[src/design/sacs_consts.svh]
// Constants of the conversion sequencer: fields, counts, timings
`ifndef SACS_CONSTS_SVH
`define SACS_CONSTS_SVH
`define SACS_PM_HI_BIT      7
`define SACS_PM_LO_BIT      6
`define SACS_ACQ_BIT        5
`define SACS_CFG_BIT        4
`define SACS_POL_BIT        3
`define SACS_CH_MSB         2
`define SACS_CH_LSB         0
`define SACS_ACQ_EDGES      3
`define SACS_HOLD_FALL      4
`define SACS_CONV_CYCLES    13
`define SACS_CLK_NS         10
`define SACS_INT_ACQ_NS     1000
`define SACS_INT_ACQ_CYC    ((`SACS_INT_ACQ_NS) / (`SACS_CLK_NS))
`define SACS_OSC_HALF_NS    40
`define SACS_OSC_HALF_CYC   (((`SACS_OSC_HALF_NS) + (`SACS_CLK_NS) - 1) / (`SACS_CLK_NS))
`define SACS_POR_NS         10000
`define SACS_POR_CYC        (((`SACS_POR_NS) + (`SACS_CLK_NS) - 1) / (`SACS_CLK_NS))
`define SACS_RESULT_W       10
`endif

[src/design/sacs_pkg.sv]
// Types of the conversion sequencer
package sacs_pkg;
  typedef enum logic [1:0] {
    SACS_PM_OFF   = 2'h0,
    SACS_PM_STBY  = 2'h1,
    SACS_PM_INOSC = 2'h2,
    SACS_PM_EXCLK = 2'h3
  } sacs_pmode_t;

  typedef enum logic [2:0] {
    SACS_IDLE    = 3'h0,
    SACS_ACQ_INT = 3'h1,
    SACS_CONVERT = 3'h3,
    SACS_ACQ_EXT = 3'h5
  } sacs_state_t;

  typedef struct packed {
    sacs_pmode_t powerMode;
    logic        acquisitionSelect;
    logic        inputConfigSelect;
    logic        polaritySelect;
    logic [2:0]  channelSel;
  } sacs_ctrl_t;

  typedef struct packed {
    logic       negToCommon;
    logic [2:0] posChannel;
    logic [2:0] negChannel;
  } sacs_route_t;
endpackage : sacs_pkg

[src/design/sacs_sequencer.sv]
// Conversion sequencer: control byte capture, track/hold timing, result readout
`timescale 1ns/1ns
`include "sacs_consts.svh"

//
// What this block does
// - Tracking begins on every write strobe rising edge except one that ends external acquisition.
// - External acquisition holds on the next write rising edge that has acquisition select cleared.
// - Internal acquisition holds on fourth conversion-clock falling edge after write.
// - With internal oscillator, internal hold comes 240 to 320 ns after write (three to four 80 ns periods).
// - Single-ended ties negative side to common; pseudo-differential uses paired channel.
// - Conversion lasts exactly 13 conversion-clock cycles.
// - Write during conversion aborts it and starts fresh acquisition.
// - Acquisition select cleared opens internally timed acquisition then converts.
// - Set then cleared acquisition select: convert on second write rising edge.
// - Completion flag goes low when conversion finishes and data is ready.
// - Completion flag returns high on first read or new control write.
// - Power bits decode off, standby, internal osc, external clock; off keeps clock.
// - Bit 5 selects internal or external acquisition timing.
// - Bit 4 selects pseudo-differential or single-ended input.
// - Bit 3 selects bipolar or unipolar conversion.
// - Three lowest bits choose channel or channel pair.
// - Control byte captured from data lines on write; same lines drive reads.
// - High byte select chooses low eight bits or top two, sign filled if bipolar, zero filled if unipolar.
// - Chip select high ignores strobes and clock and floats data and flag.
// - Power-up in external clock mode, flag high; host waits ten microseconds.
module sacs_sequencer
  import sacs_pkg::*;
#(
  parameter int POR_CYC = `SACS_POR_CYC
) (
  // System
  input  wire logic                      clk_sys,
  input  wire logic                      reset,
  // Host port
  input  wire logic                      chipSelect_n,
  input  wire logic                      write_n,
  input  wire logic                      read_n,
  input  wire logic                      highByteSelect,
  input  wire logic [7:0]                dataIn,
  output logic      [7:0]                dataOut,
  output logic                           dataOe,
  output logic                           convDone_n,
  output logic                           convDoneOe,
  // Conversion clock pin
  input  wire logic                      extClk,
  // Converter core
  input  wire logic                      compareBit,
  output logic                           sampleEnable,
  output logic      [2:0]                posChannel,
  output logic      [2:0]                negChannel,
  output logic                           negToCommon,
  output logic                           bipolarMode,
  output logic      [`SACS_RESULT_W-1:0] dacCode,
  output logic                           standby,
  output logic                           powerDown,
  output logic                           resetBusy
);
  // ----------------------------------------------------------------
  // Strobe qualification
  // ----------------------------------------------------------------
  logic       wrPrev_q;
  logic       rdPrev_q;
  logic       wrRise;
  logic       rdFall;
  logic       selected;
  logic [15:0] porCnt_q;

  assign selected = !chipSelect_n;
  assign wrRise   = selected && write_n && !wrPrev_q;
  assign rdFall   = selected && !read_n && rdPrev_q;

  always_ff @(posedge clk_sys) begin
    if (reset) begin
      wrPrev_q <= 1'b1;
      rdPrev_q <= 1'b1;
    end else begin
      wrPrev_q <= write_n | chipSelect_n;
      rdPrev_q <= read_n | chipSelect_n;
    end
  end

  // Writes during the power-on settling window are not refused; host must wait
  always_ff @(posedge clk_sys) begin
    if (reset) porCnt_q <= 16'h0000;
    else if (porCnt_q != 16'(POR_CYC)) porCnt_q <= porCnt_q + 16'h0001;
  end

  // ----------------------------------------------------------------
  // Control byte
  // ----------------------------------------------------------------
  sacs_ctrl_t ctrl_q;
  sacs_ctrl_t newCtrl;
  logic       intClock_q;

  assign newCtrl = sacs_ctrl_t'(dataIn);

  always_ff @(posedge clk_sys) begin
    if (reset) ctrl_q <= sacs_ctrl_t'(8'hC0);
    else if (wrRise) ctrl_q <= newCtrl;
  end

  // Power-down codes keep the last clock choice
  always_ff @(posedge clk_sys) begin
    if (reset) intClock_q <= 1'b0;
    else if (wrRise && newCtrl.powerMode == SACS_PM_INOSC) intClock_q <= 1'b1;
    else if (wrRise && newCtrl.powerMode == SACS_PM_EXCLK) intClock_q <= 1'b0;
  end

  // ----------------------------------------------------------------
  // Conversion clock
  // ----------------------------------------------------------------
  logic convRise;
  logic convFall;

  sacs_conv_clock u_clock (
    .clk_sys     (clk_sys),
    .reset       (reset),
    .useInternal (intClock_q),
    .extClk      (extClk & selected),
    .convRise    (convRise),
    .convFall    (convFall)
  );

  // ----------------------------------------------------------------
  // Sequencer
  // ----------------------------------------------------------------
  sacs_state_t state_q;
  logic [3:0]  cycCnt_q;
  logic [`SACS_RESULT_W-1:0] sar_q;
  logic [`SACS_RESULT_W-1:0] result_q;
  logic [`SACS_RESULT_W-1:0] trial;
  logic        bitDone;
  logic        convEnd;

  // Bit under trial walks from MSB down one per conversion clock
  function automatic logic [`SACS_RESULT_W-1:0] trialMask(input logic [3:0] idx);
    trialMask = `SACS_RESULT_W'(1) << (`SACS_RESULT_W - 1 - int'(idx));
  endfunction : trialMask

  assign bitDone = (cycCnt_q >= 4'h1) && (cycCnt_q <= 4'(`SACS_RESULT_W));
  assign trial   = trialMask(cycCnt_q - 4'h1);
  assign convEnd = (state_q == SACS_CONVERT) && convRise
                   && (cycCnt_q == 4'(`SACS_CONV_CYCLES - 1));

  always_ff @(posedge clk_sys) begin
    if (reset) begin
      state_q  <= SACS_IDLE;
      cycCnt_q <= 4'h0;
    end else if (wrRise) begin
      cycCnt_q <= 4'h0;
      if (newCtrl.acquisitionSelect)
        state_q <= SACS_ACQ_EXT;
      else if (state_q == SACS_ACQ_EXT)
        state_q <= SACS_CONVERT;
      else
        state_q <= SACS_ACQ_INT;
    end else begin
      case (state_q)
        SACS_ACQ_INT: begin
          if (convFall) begin
            if (cycCnt_q == 4'(`SACS_HOLD_FALL - 1)) begin
              state_q  <= SACS_CONVERT;
              cycCnt_q <= 4'h0;
            end else begin
              cycCnt_q <= cycCnt_q + 4'h1;
            end
          end
        end
        SACS_CONVERT: begin
          if (convEnd) state_q <= SACS_IDLE;
          else if (convRise) cycCnt_q <= cycCnt_q + 4'h1;
        end
        SACS_ACQ_EXT: state_q <= SACS_ACQ_EXT;
        SACS_IDLE:    state_q <= SACS_IDLE;
        default:      state_q <= SACS_IDLE;
      endcase
    end
  end

  // Successive approximation register
  always_ff @(posedge clk_sys) begin
    if (reset) sar_q <= '0;
    else if (state_q != SACS_CONVERT) sar_q <= `SACS_RESULT_W'(1) << (`SACS_RESULT_W - 1);
    else if (convRise && bitDone) begin
      sar_q <= (compareBit ? sar_q : (sar_q & ~trial))
               | (trial >> 1);
    end
  end

  // Result held until next completion
  always_ff @(posedge clk_sys) begin
    if (reset) result_q <= '0;
    else if (convEnd) result_q <= sar_q;
  end

  // ----------------------------------------------------------------
  // Completion flag and host readout
  // ----------------------------------------------------------------
  logic       done_q;
  logic [7:0] readByte;
  sacs_route_t route;

  // Completion outranks a same-cycle read
  always_ff @(posedge clk_sys) begin
    if (reset) done_q <= 1'b0;
    else if (convEnd) done_q <= 1'b1;
    else if (wrRise || rdFall) done_q <= 1'b0;
  end

  sacs_output_mux u_mux (
    .result         (result_q),
    .highByteSelect (highByteSelect),
    .bipolar        (!ctrl_q.polaritySelect),
    .ctrl           (ctrl_q),
    .readByte       (readByte),
    .route          (route)
  );

  always_ff @(posedge clk_sys) begin
    if (reset) begin
      dataOut    <= 8'h00;
      dataOe     <= 1'b0;
      convDone_n <= 1'b1;
      convDoneOe <= 1'b0;
    end else begin
      dataOut    <= readByte;
      dataOe     <= selected && !read_n;
      convDone_n <= !(convEnd || (done_q && !wrRise && !rdFall));
      convDoneOe <= selected;
    end
  end

  // ----------------------------------------------------------------
  // Converter core controls
  // ----------------------------------------------------------------
  always_ff @(posedge clk_sys) begin
    if (reset) begin
      sampleEnable <= 1'b0;
      posChannel   <= 3'h0;
      negChannel   <= 3'h0;
      negToCommon  <= 1'b0;
      bipolarMode  <= 1'b0;
      dacCode      <= '0;
      standby      <= 1'b0;
      powerDown    <= 1'b0;
      resetBusy    <= 1'b1;
    end else begin
      sampleEnable <= (state_q == SACS_ACQ_INT) || (state_q == SACS_ACQ_EXT);
      posChannel   <= route.posChannel;
      negChannel   <= route.negChannel;
      negToCommon  <= route.negToCommon;
      bipolarMode  <= !ctrl_q.polaritySelect;
      dacCode      <= sar_q;
      standby      <= (state_q == SACS_IDLE) && ctrl_q.powerMode == SACS_PM_STBY;
      powerDown    <= (state_q == SACS_IDLE) && ctrl_q.powerMode == SACS_PM_OFF;
      resetBusy    <= porCnt_q != 16'(POR_CYC);
    end
  end
endmodule : sacs_sequencer

[src/design/sacs_conv_clock.sv]
// Conversion clock source: edge pulses from internal oscillator or external pin
`timescale 1ns/1ns
`include "sacs_consts.svh"
module sacs_conv_clock
  import sacs_pkg::*;
#(
  parameter int HALF_CYC = `SACS_OSC_HALF_CYC
) (
  // System
  input  wire logic clk_sys,
  input  wire logic reset,
  // Source select and pin
  input  wire logic useInternal,
  input  wire logic extClk,
  // Edge pulses
  output logic      convRise,
  output logic      convFall
);
  logic [7:0] divCnt_q;
  logic       oscLevel_q;
  logic       extPrev_q;

  always_ff @(posedge clk_sys) begin
    if (reset) begin
      divCnt_q   <= 8'h00;
      oscLevel_q <= 1'b0;
    end else if (divCnt_q == 8'(HALF_CYC - 1)) begin
      divCnt_q   <= 8'h00;
      oscLevel_q <= ~oscLevel_q;
    end else begin
      divCnt_q <= divCnt_q + 8'h01;
    end
  end

  always_ff @(posedge clk_sys) begin
    if (reset) extPrev_q <= 1'b0;
    else extPrev_q <= extClk;
  end

  always_comb begin
    if (useInternal) begin
      convRise = (divCnt_q == 8'(HALF_CYC - 1)) && !oscLevel_q;
      convFall = (divCnt_q == 8'(HALF_CYC - 1)) && oscLevel_q;
    end else begin
      convRise = extClk && !extPrev_q;
      convFall = !extClk && extPrev_q;
    end
  end
endmodule : sacs_conv_clock

[src/design/sacs_output_mux.sv]
// Result byte selection and input routing decode
`timescale 1ns/1ns
`include "sacs_consts.svh"
module sacs_output_mux
  import sacs_pkg::*;
(
  // Result and mode
  input  wire logic [`SACS_RESULT_W-1:0] result,
  input  wire logic                      highByteSelect,
  input  wire logic                      bipolar,
  input  wire sacs_ctrl_t                ctrl,
  // Outputs
  output logic [7:0]                     readByte,
  output sacs_route_t                    route
);
  always_comb begin
    if (highByteSelect)
      readByte = {{6{bipolar & result[9]}}, result[9:8]};
    else
      readByte = result[7:0];
  end

  always_comb begin
    route.posChannel  = ctrl.channelSel;
    route.negToCommon = ctrl.inputConfigSelect;
    route.negChannel  = ctrl.inputConfigSelect ? 3'h0 : (ctrl.channelSel ^ 3'h1);
  end
endmodule : sacs_output_mux

[config.mk]
export PLATFORM = sky130hd
export DESIGN_NAME = sacs_sequencer
export DESIGN_NICKNAME = d
export VERILOG_FILES = /design/src/design/sacs_pkg.sv /design/src/design/sacs_sequencer.sv /design/src/design/sacs_conv_clock.sv /design/src/design/sacs_output_mux.sv
export VERILOG_INCLUDE_DIRS = /design/src /design/src/design
export SDC_FILE = /design/constraint.sdc
export NUM_CORES = 1
export LEC_CHECK = 0
export BUFFER_PORTS_ARGS = -buffer_cell sky130_fd_sc_hd__buf_2
export CAP_MARGIN = 30
export CORE_MARGIN = 8
export CORE_UTILIZATION = 45
export DETAILED_ROUTE_END_ITERATION = 8
export GPL_ROUTABILITY_DRIVEN = 1
export PLACE_DENSITY = 0.61
export SKIP_LAST_GASP = 1
export SLEW_MARGIN = 20
export SYNTH_ARGS = -nofsm -noshare
export SYNTH_HDL_FRONTEND = slang
export SYNTH_SLANG_ARGS = --single-unit
export TNS_END_PERCENT = 20
[constraint.sdc]
create_clock -name clk_sys -period 4.05 [get_ports clk_sys]
set_input_delay 0 -clock clk_sys [delete_from_list [all_inputs] [get_ports clk_sys]]
set_output_delay 0 -clock clk_sys [all_outputs]
set_load 0.05 [all_outputs]
==> impl_metrics.csv, run 1 <==
group,metric,value,unit
routing,drt-initial-drc-count,181,
clock_network,cts_buffers,9,
clock_network,clock-sinks,97,
sta,post-route-min-period,2885,ps
floorplanning,start_util,46.17,%
clock_network,cts_tree,"yes",
routing,wl_per_cell,13.86,microns
layout,antenna_cells,0,
placed_design,dp_hpwl,5883,microns
synth,synth_cell_types,58,
floorplanning,io_pins,49,
clock_network,clk_latency,370,ps
setup_path,cp.arrival,3160,ps
clock_network,htreeDepth,3,
grt,grt_max_degree,42,
grt,grt_pass1_vias,2999,
synth,synth_flop_cell,"dfxtp_1",
power,power.leakage,1.787,nW
hold_path,hp-class,"in2reg",
setup_path,crit_path_max_fanout,12,
sta,setup_viol,0,
setup_path,path_depth,9,
synth,ys.warnings.count,0,
synth,synthesis.nets,464,
setup_path,critPathBufInv,1,
setup_path,worstSetupPathType,"reg2reg",
layout,drive_above_1_share,16.03,%
setup_path,cpPeakStageDelay,590,ps
synth,ys_seq_area_share,48.23,%
routing,drc,0,
floorplanning,die_w,110.6,microns
grt,grt_util_all_layers,13.62,%
hold_path,min_path_cells,3,
power,power.density,375.5,nW/um^2
setup_path,cpMostUsedCell,"ha_1",
synth,async_flop_share,0,%
synth,ys_seq_elements,97,
clock_network,post_cts_resized,0,
synth,synth_edf_count,0,
clock_network,cts_setup_buffers,0,
setup_path,cp-start-kind,"flop",
grt,grt_pass1_wl,14350,microns
grt,grt_overflow,0,
clock_network,cts_root_buffer,"clkbuf_8",
layout,layout_commonest_cell,"dfxtp_1",
setup_path,critical_path.top_delay_family,"adder cells",
power,vdd_ir_drop_max,0.0002107,V
clock_network,path_clk_slew,100,ps
synth,synth_cells,439,
setup_path,slowest_stage,"dfxtp_1",
sta,max-slew-margin-rel,36.59,%
floorplanning,die_y,110.6,microns
layout,final_net_count,519,
sta,setup_tns,0,ps
sta,tightest_slew,927.2,ps
synth,syn_avg_cell_area,9.172,sq um
setup_path,critPathCaptureType,"flop",
floorplanning,core,8721,sq um
status,status,"finished clean",
sta,hold_viol,0,
sta,slew_violations,0,
placed_design,io_buffer_count,48,
floorplanning,rows,34,
power,power,1.758,mW
sta,fmax,0.3466,GHz
routing,finalWirelength,8415,microns
setup_path,r2r_cells,9,
routing,postRouteAntennaNets,0,
run,cap_viol_max_count,0,
routing,routed_via_density,5.188,
layout,syn_to_final_growth,16.25,%
setup_path,path_cells,"inv_1 > ha_1 > xnor2_1 > ha_1 > and4b_1 > a41oi_1 > a31o_1 > or3_1 > o32ai_1",
sta,rsz0062_at_grt,"no",
setup_path,cp.required,4320,ps
clock_network,clockBufferDepth,2,
sta,finalCritPeriodShare,71.24,%
routing,first_pass_iters,6,
sta,clock_skew,16.14,ps
grt,grt_antenna_before_repair,0,
floorplanning,dieArea,12230,sq um
layout,layout_common_cells,"dfxtp_1 (97), nor2_1 (57), buf_2 (48)",
routing,dr_total_vias,3149,
placed_design,gp_congestion,0.8350,
synth,syn_area,4026,sq um
-- worst register-to-register path, stage by stage (launching register included) --
cell	delay [ps]
dfxtp_1	590
inv_1	250
ha_1	350
xnor2_1	190
ha_1	310
and4b_1	270
a41oi_1	40
a31o_1	260
or3_1	320
o32ai_1	220
-- cell type report --
cell class              instances  area [sq um]
well taps                     108         135.1
fillers                       812          4040
repair buffers                 64         395.4
flip-flops and latches         97          1942
clock buffers                   9         123.9
multi-input cells             309          1941
inverters                      13         48.80
clock inverters                 7         95.09
-- cell usage after synthesis, types with 2 or more instances --
| library cell | n | area, sq um |
|---|---|---|
| mux2i_1 | 13 | 130.1 |
| buf_1 | 3 | 11.26 |
| o32ai_1 | 2 | 17.52 |
| nand4_1 | 5 | 31.28 |
| a311oi_1 | 4 | 35.03 |
| nand2b_1 | 11 | 68.82 |
| a21oi_1 | 19 | 95.09 |
| or2_2 | 2 | 12.51 |
| nor3_1 | 9 | 45.04 |
| nor2_1 | 57 | 214.0 |
| ha_1 | 9 | 112.6 |
| nor4_1 | 6 | 37.54 |
| or3_1 | 5 | 31.28 |
| o21ai_0 | 4 | 20.02 |
| buf_4 | 3 | 22.52 |
| xnor2_1 | 9 | 78.83 |
| nor2b_1 | 18 | 112.6 |
| o211ai_1 | 4 | 30.03 |
| nand3_1 | 20 | 100.1 |
| nor4b_2 | 3 | 45.04 |
| o22ai_1 | 9 | 56.30 |
| nand3b_1 | 3 | 22.52 |
| and2_1 | 4 | 25.02 |
| nor3b_1 | 4 | 30.03 |
| xor2_1 | 13 | 113.9 |
| and4_1 | 2 | 17.52 |
| nand2_1 | 42 | 157.7 |
| clkbuf_1 | 12 | 45.04 |
| and3_1 | 7 | 43.79 |
| dfxtp_1 | 97 | 1942 |
| inv_1 | 13 | 48.80 |
-- stage by stage --
step / area, sq um / setup slack [ps] / cells / utilization (%) / hold slack (ps)
5_1_grt: 4681 / 955.1 / 607 / 53.67 / 42.08
2_1_floorplan: 4026 / 1575 / 439 / - / 79.91
6_report: 4681 / 1165 / 607 / 53.67 / 23.69
3_5_place_dp: 4322 / 1222 / 577 / 49.56 / 199.1
4_1_cts: 4681 / 1180 / 607 / 53.67 / 23.59
3_3_place_gp: 4322 / 1307 / 577 / 49.56 / 193.6
-- registers in the layout (all words and copies together), names as in the netlist, 3 cells and up --
| signal | count |
|---|---|
| ctrl_q | 7 |
| state_q | 3 |
| result_q | 10 |
| cycCnt_q | 4 |
| porCnt_q | 16 |
| negChannel | 3 |
| posChannel | 3 |
| sar_q | 10 |
| dataOut | 8 |
| dacCode | 10 |
| u_clock.divCnt_q | 8 |
-- power by group --
| group | switching [mW] | internal (mW) | total (mW) |
|---|---|---|---|
| sequential | 0.0122 | 0.967 | 0.979 |
| clock | 0.376 | 0.305 | 0.681 |
| combinational | 0.0597 | 0.0373 | 0.0970 |
-- routing by layer --
| metal | up-vias | wire length (microns) | track usage (%) |
|---|---|---|---|
| li1 | 1627 | - | - |
| met5 | - | 0 | 0 |
| met2 | 53 | 3886 | 21.66 |
| met3 | 11 | 327 | 3.734 |
| met4 | 0 | 85 | 4.144 |
| met1 | 1458 | 4115 | 17.46 |
-- final timing paths --
kind | start | end | slack, ps
setup reg to reg | cycCnt_q[0] | sar_q[8] | 1160
hold / removal | highByteSelect | dataOut[4] | 20
hold reg to reg | ctrl_q[6] | powerDown | 430
setup / recovery | cycCnt_q[0] | sar_q[8] | 1160
-- cell families (layout without fill, tap and decap cells) --
family,after synthesis,count (layout),synth area share [%]
mux,13,13,3.232
flops,97,97,48.23
fa+ha+maj,9,9,2.797
xor+xnor,22,22,4.786
buf+inv,33,93,3.573
compound gates,59,59,10.29
simple gates,206,206,27.10
-- repair_timing --
item | 4_1_cts | 5_1_grt
setup endpoints to repair | 0 | 0
hold buffers | 14 | 0
endpoints found under the hold margin | 15 | 0
(Power assumes the default switching activity.)
==> run 2: changes to the inputs <==
--- a/config.mk
+++ b/config.mk
@@ -12,7 +12,7 @@
 export CORE_UTILIZATION = 45
 export DETAILED_ROUTE_END_ITERATION = 8
 export GPL_ROUTABILITY_DRIVEN = 1
-export PLACE_DENSITY = 0.61
+export PLACE_DENSITY = 0.64
 export SKIP_LAST_GASP = 1
 export SLEW_MARGIN = 20
 export SYNTH_ARGS = -nofsm -noshare
==> constraint.sdc (replaced) <==
create_clock -name clk_sys -period 2.65 [get_ports clk_sys]
set_input_delay 0 -clock clk_sys [delete_from_list [all_inputs] [get_ports clk_sys]]
set_output_delay 0 -clock clk_sys [all_outputs]
set_load 0.05 [all_outputs]
==> run 2 against run 1 <==
Cell count grew 0.99%. Setup slack worse by 930 ps. Via count is 0.95% higher. First-iteration DRC count down 0.55%. Sequential share of layout area decreased by 0.17 points. Clock power grew 39%. Count of clock-buffer cells in the layout grew 1. Final area is 0.40% higher. Clock skew is 7.2 ps lower. Wire length up 1.1%. Sequential power rose by 53%. Register-to-register slack worse by 930 ps.
==> impl_metrics.csv, run 2 (synthesis results as in run 1) <==
group,metric,value,unit
layout,drive_above_1_share,16.83,%
setup_path,critPathLaunch,"cycCnt_q[0]",
status,status,"finished clean",
clock_network,path_clk_slew,90,ps
run,cap_viol_max_count,0,
floorplanning,die_w,110.6,microns
power,power,2.593,mW
setup_path,cp.arrival,2670,ps
layout,final_cell_count_no_fill,613,
grt,use_met3,3.896,%
setup_path,cp-start-kind,"flop",
clock_network,clock-sinks,97,
floorplanning,dieArea,12230,sq um
setup_path,r2r_setup_slack,240,ps
clock_network,post_cts_resized,0,
layout,regMostFlops,"porCnt_q",
sta,setup_tns,0,ps
setup_path,slowest_stage,"dfxtp_1",
setup_path,cpPeakStageDelay,340,ps
placed_design,dp_hpwl,5924,microns
sta,fmax,0.4147,GHz
layout,final_net_count,525,
grt,grt_overflow,0,
grt,use_met1,16.02,%
sta,finalCritPeriodShare,90.99,%
routing,drt-initial-drc-count,180,
floorplanning,io_pins,49,
grt,grt_antenna_before_repair,0,
sta,setup_slack,238.7,ps
floorplanning,die_y,110.6,microns
setup_path,path_cells,"inv_1 > ha_1 > xnor2_1 > ha_1 > and2_1 > o211ai_1 > a31o_1 > or3_1 > o32ai_1",
sta,slew_violations,0,
routing,drc,0,
setup_path,r2r_end,"sar_q[8]",
clock_network,cts_tree,"yes",
power,vdd_ir_drop_max,0.0002399,V
placed_design,post-place-ws,257.1,ps
hold_path,hp-class,"in2reg",
grt,top_usage_layer,"met2",
setup_path,critPathCapture,"sar_q[8]",
sta,tightest_slew,679.0,ps
layout,layout_commonest_cell,"dfxtp_1",
sta,clock_skew,8.890,ps
setup_path,cp.required,2910,ps
floorplanning,rows,34,
grt,grt_util_all_layers,13.71,%
placed_design,gp_congestion,0.8325,
routing,routed_via_density,5.186,
clock_network,cts_root_buffer,"clkbuf_8",
sta,post-route-min-period,2411,ps
grt,grt_max_degree,60,
setup_path,r2r_cells,9,
grt,grtUsageMet2,23.73,%
placed_design,postPlaceCellArea,4367,sq um
clock_network,clockBufferDepth,2,
routing,wl_per_cell,13.87,microns
layout,largest_reg_flops,16,
placed_design,io_buffer_count,48,
layout,syn_to_final_growth,16.72,%
setup_path,path_depth,9,
sta,holdWs,17.21,ps
clock_network,htreeDepth,3,
clock_network,clk_latency,350,ps
power,power.density,551.8,nW/um^2
sta,hold_viol,0,
setup_path,critPathCaptureType,"flop",
clock_network,cts_buffers,9,
setup_path,timing.rr.start,"cycCnt_q[0]",
clock_network,cts_setup_buffers,0,
routing,first_pass_iters,4,
grt,grt_pass1_vias,3101,
placed_design,dp_cells,583,
clock_network,hold_buffers,14,
layout,layout_common_cells,"dfxtp_1 (97), nor2_1 (57), buf_2 (48)",
sta,rsz0062_at_grt,"no",
routing,dr_total_vias,3179,
setup_path,worstSetupPathType,"reg2reg",
routing,postRouteAntennaNets,0,
layout,final_core_util,53.89,%
setup_path,critPathBufInv,1,
floorplanning,start_util,46.17,%
sta,setup_viol,0,
setup_path,crit_path_max_fanout,8,
sta,max-slew-margin-rel,54.57,%
layout,fin_area,4700,sq um
layout,n_fill_cell,803,
grt,grt_pass1_wl,14380,microns
routing,finalWirelength,8505,microns
setup_path,cpMostUsedCell,"ha_1",
floorplanning,core,8721,sq um
power,power.leakage,1.804,nW
setup_path,critical_path.top_delay_family,"adder cells",
layout,antenna_cells,0,
-- run 2: cell types whose count changed in the layout (fill, tap and decap cells not counted) --
cell	delta
clkinv_8	-1
clkinv_4	-1
buf_4	+6
clkinvlp_4	+1
inv_8	-2
clkbuf_1	+1
clkinv_2	+2
-- run 2: report_power, final --
part / internal, mW / switching [mW] / leakage (nW) / total, mW
registers: 1.48 / 0.0175 / 0.785 / 1.50
logic: 0.0582 / 0.0924 / 0.922 / 0.151
clock network: 0.441 / 0.507 / 0.0971 / 0.947
-- run 2: how the worst min path moves through the flow --
stage              startpoint    endpoint  slack (ps)  depth (start not counted)
2_1_floorplan    chipSelect_n  convDoneOe          80                          1
3_3_place_gp           read_n      dataOe         190                          2
3_5_place_dp           read_n      dataOe         200                          2
4_1_cts        highByteSelect  dataOut[1]           8                          3
5_1_grt        highByteSelect  dataOut[0]          20                          3
6_report       highByteSelect  dataOut[1]          20                          3
-- run 2: area by class of cell --
| class | count | area [sq um] | area share, % |
|---|---|---|---|
| flip-flops and latches | 97 | 1942 | 41.32 |
| multi-input cells | 309 | 1941 | 41.29 |
| repair buffers | 70 | 440.4 | 9.372 |
| well taps | 108 | 135.1 | 2.875 |
| clock buffers | 10 | 127.6 | 2.716 |
| clock inverters | 6 | 65.06 | 1.384 |
| inverters | 13 | 48.80 | 1.038 |
-- run 2: routing by layer --
| metal | vias to the layer above | wire length [microns] |
|---|---|---|
| li1 | 1636 | - |
| met1 | 1497 | 3915 |
| met2 | 40 | 4255 |
| met3 | 6 | 267 |
| met4 | 0 | 67 |
| met5 | - | 0 |
-- run 2: worst reg2reg max path, stage by stage (launching register included) --
cell      delay [ps]
dfxtp_1          340
inv_1            140
ha_1             260
xnor2_1          230
ha_1             320
and2_1           160
o211ai_1          90
a31o_1           230
or3_1            320
o32ai_1          220
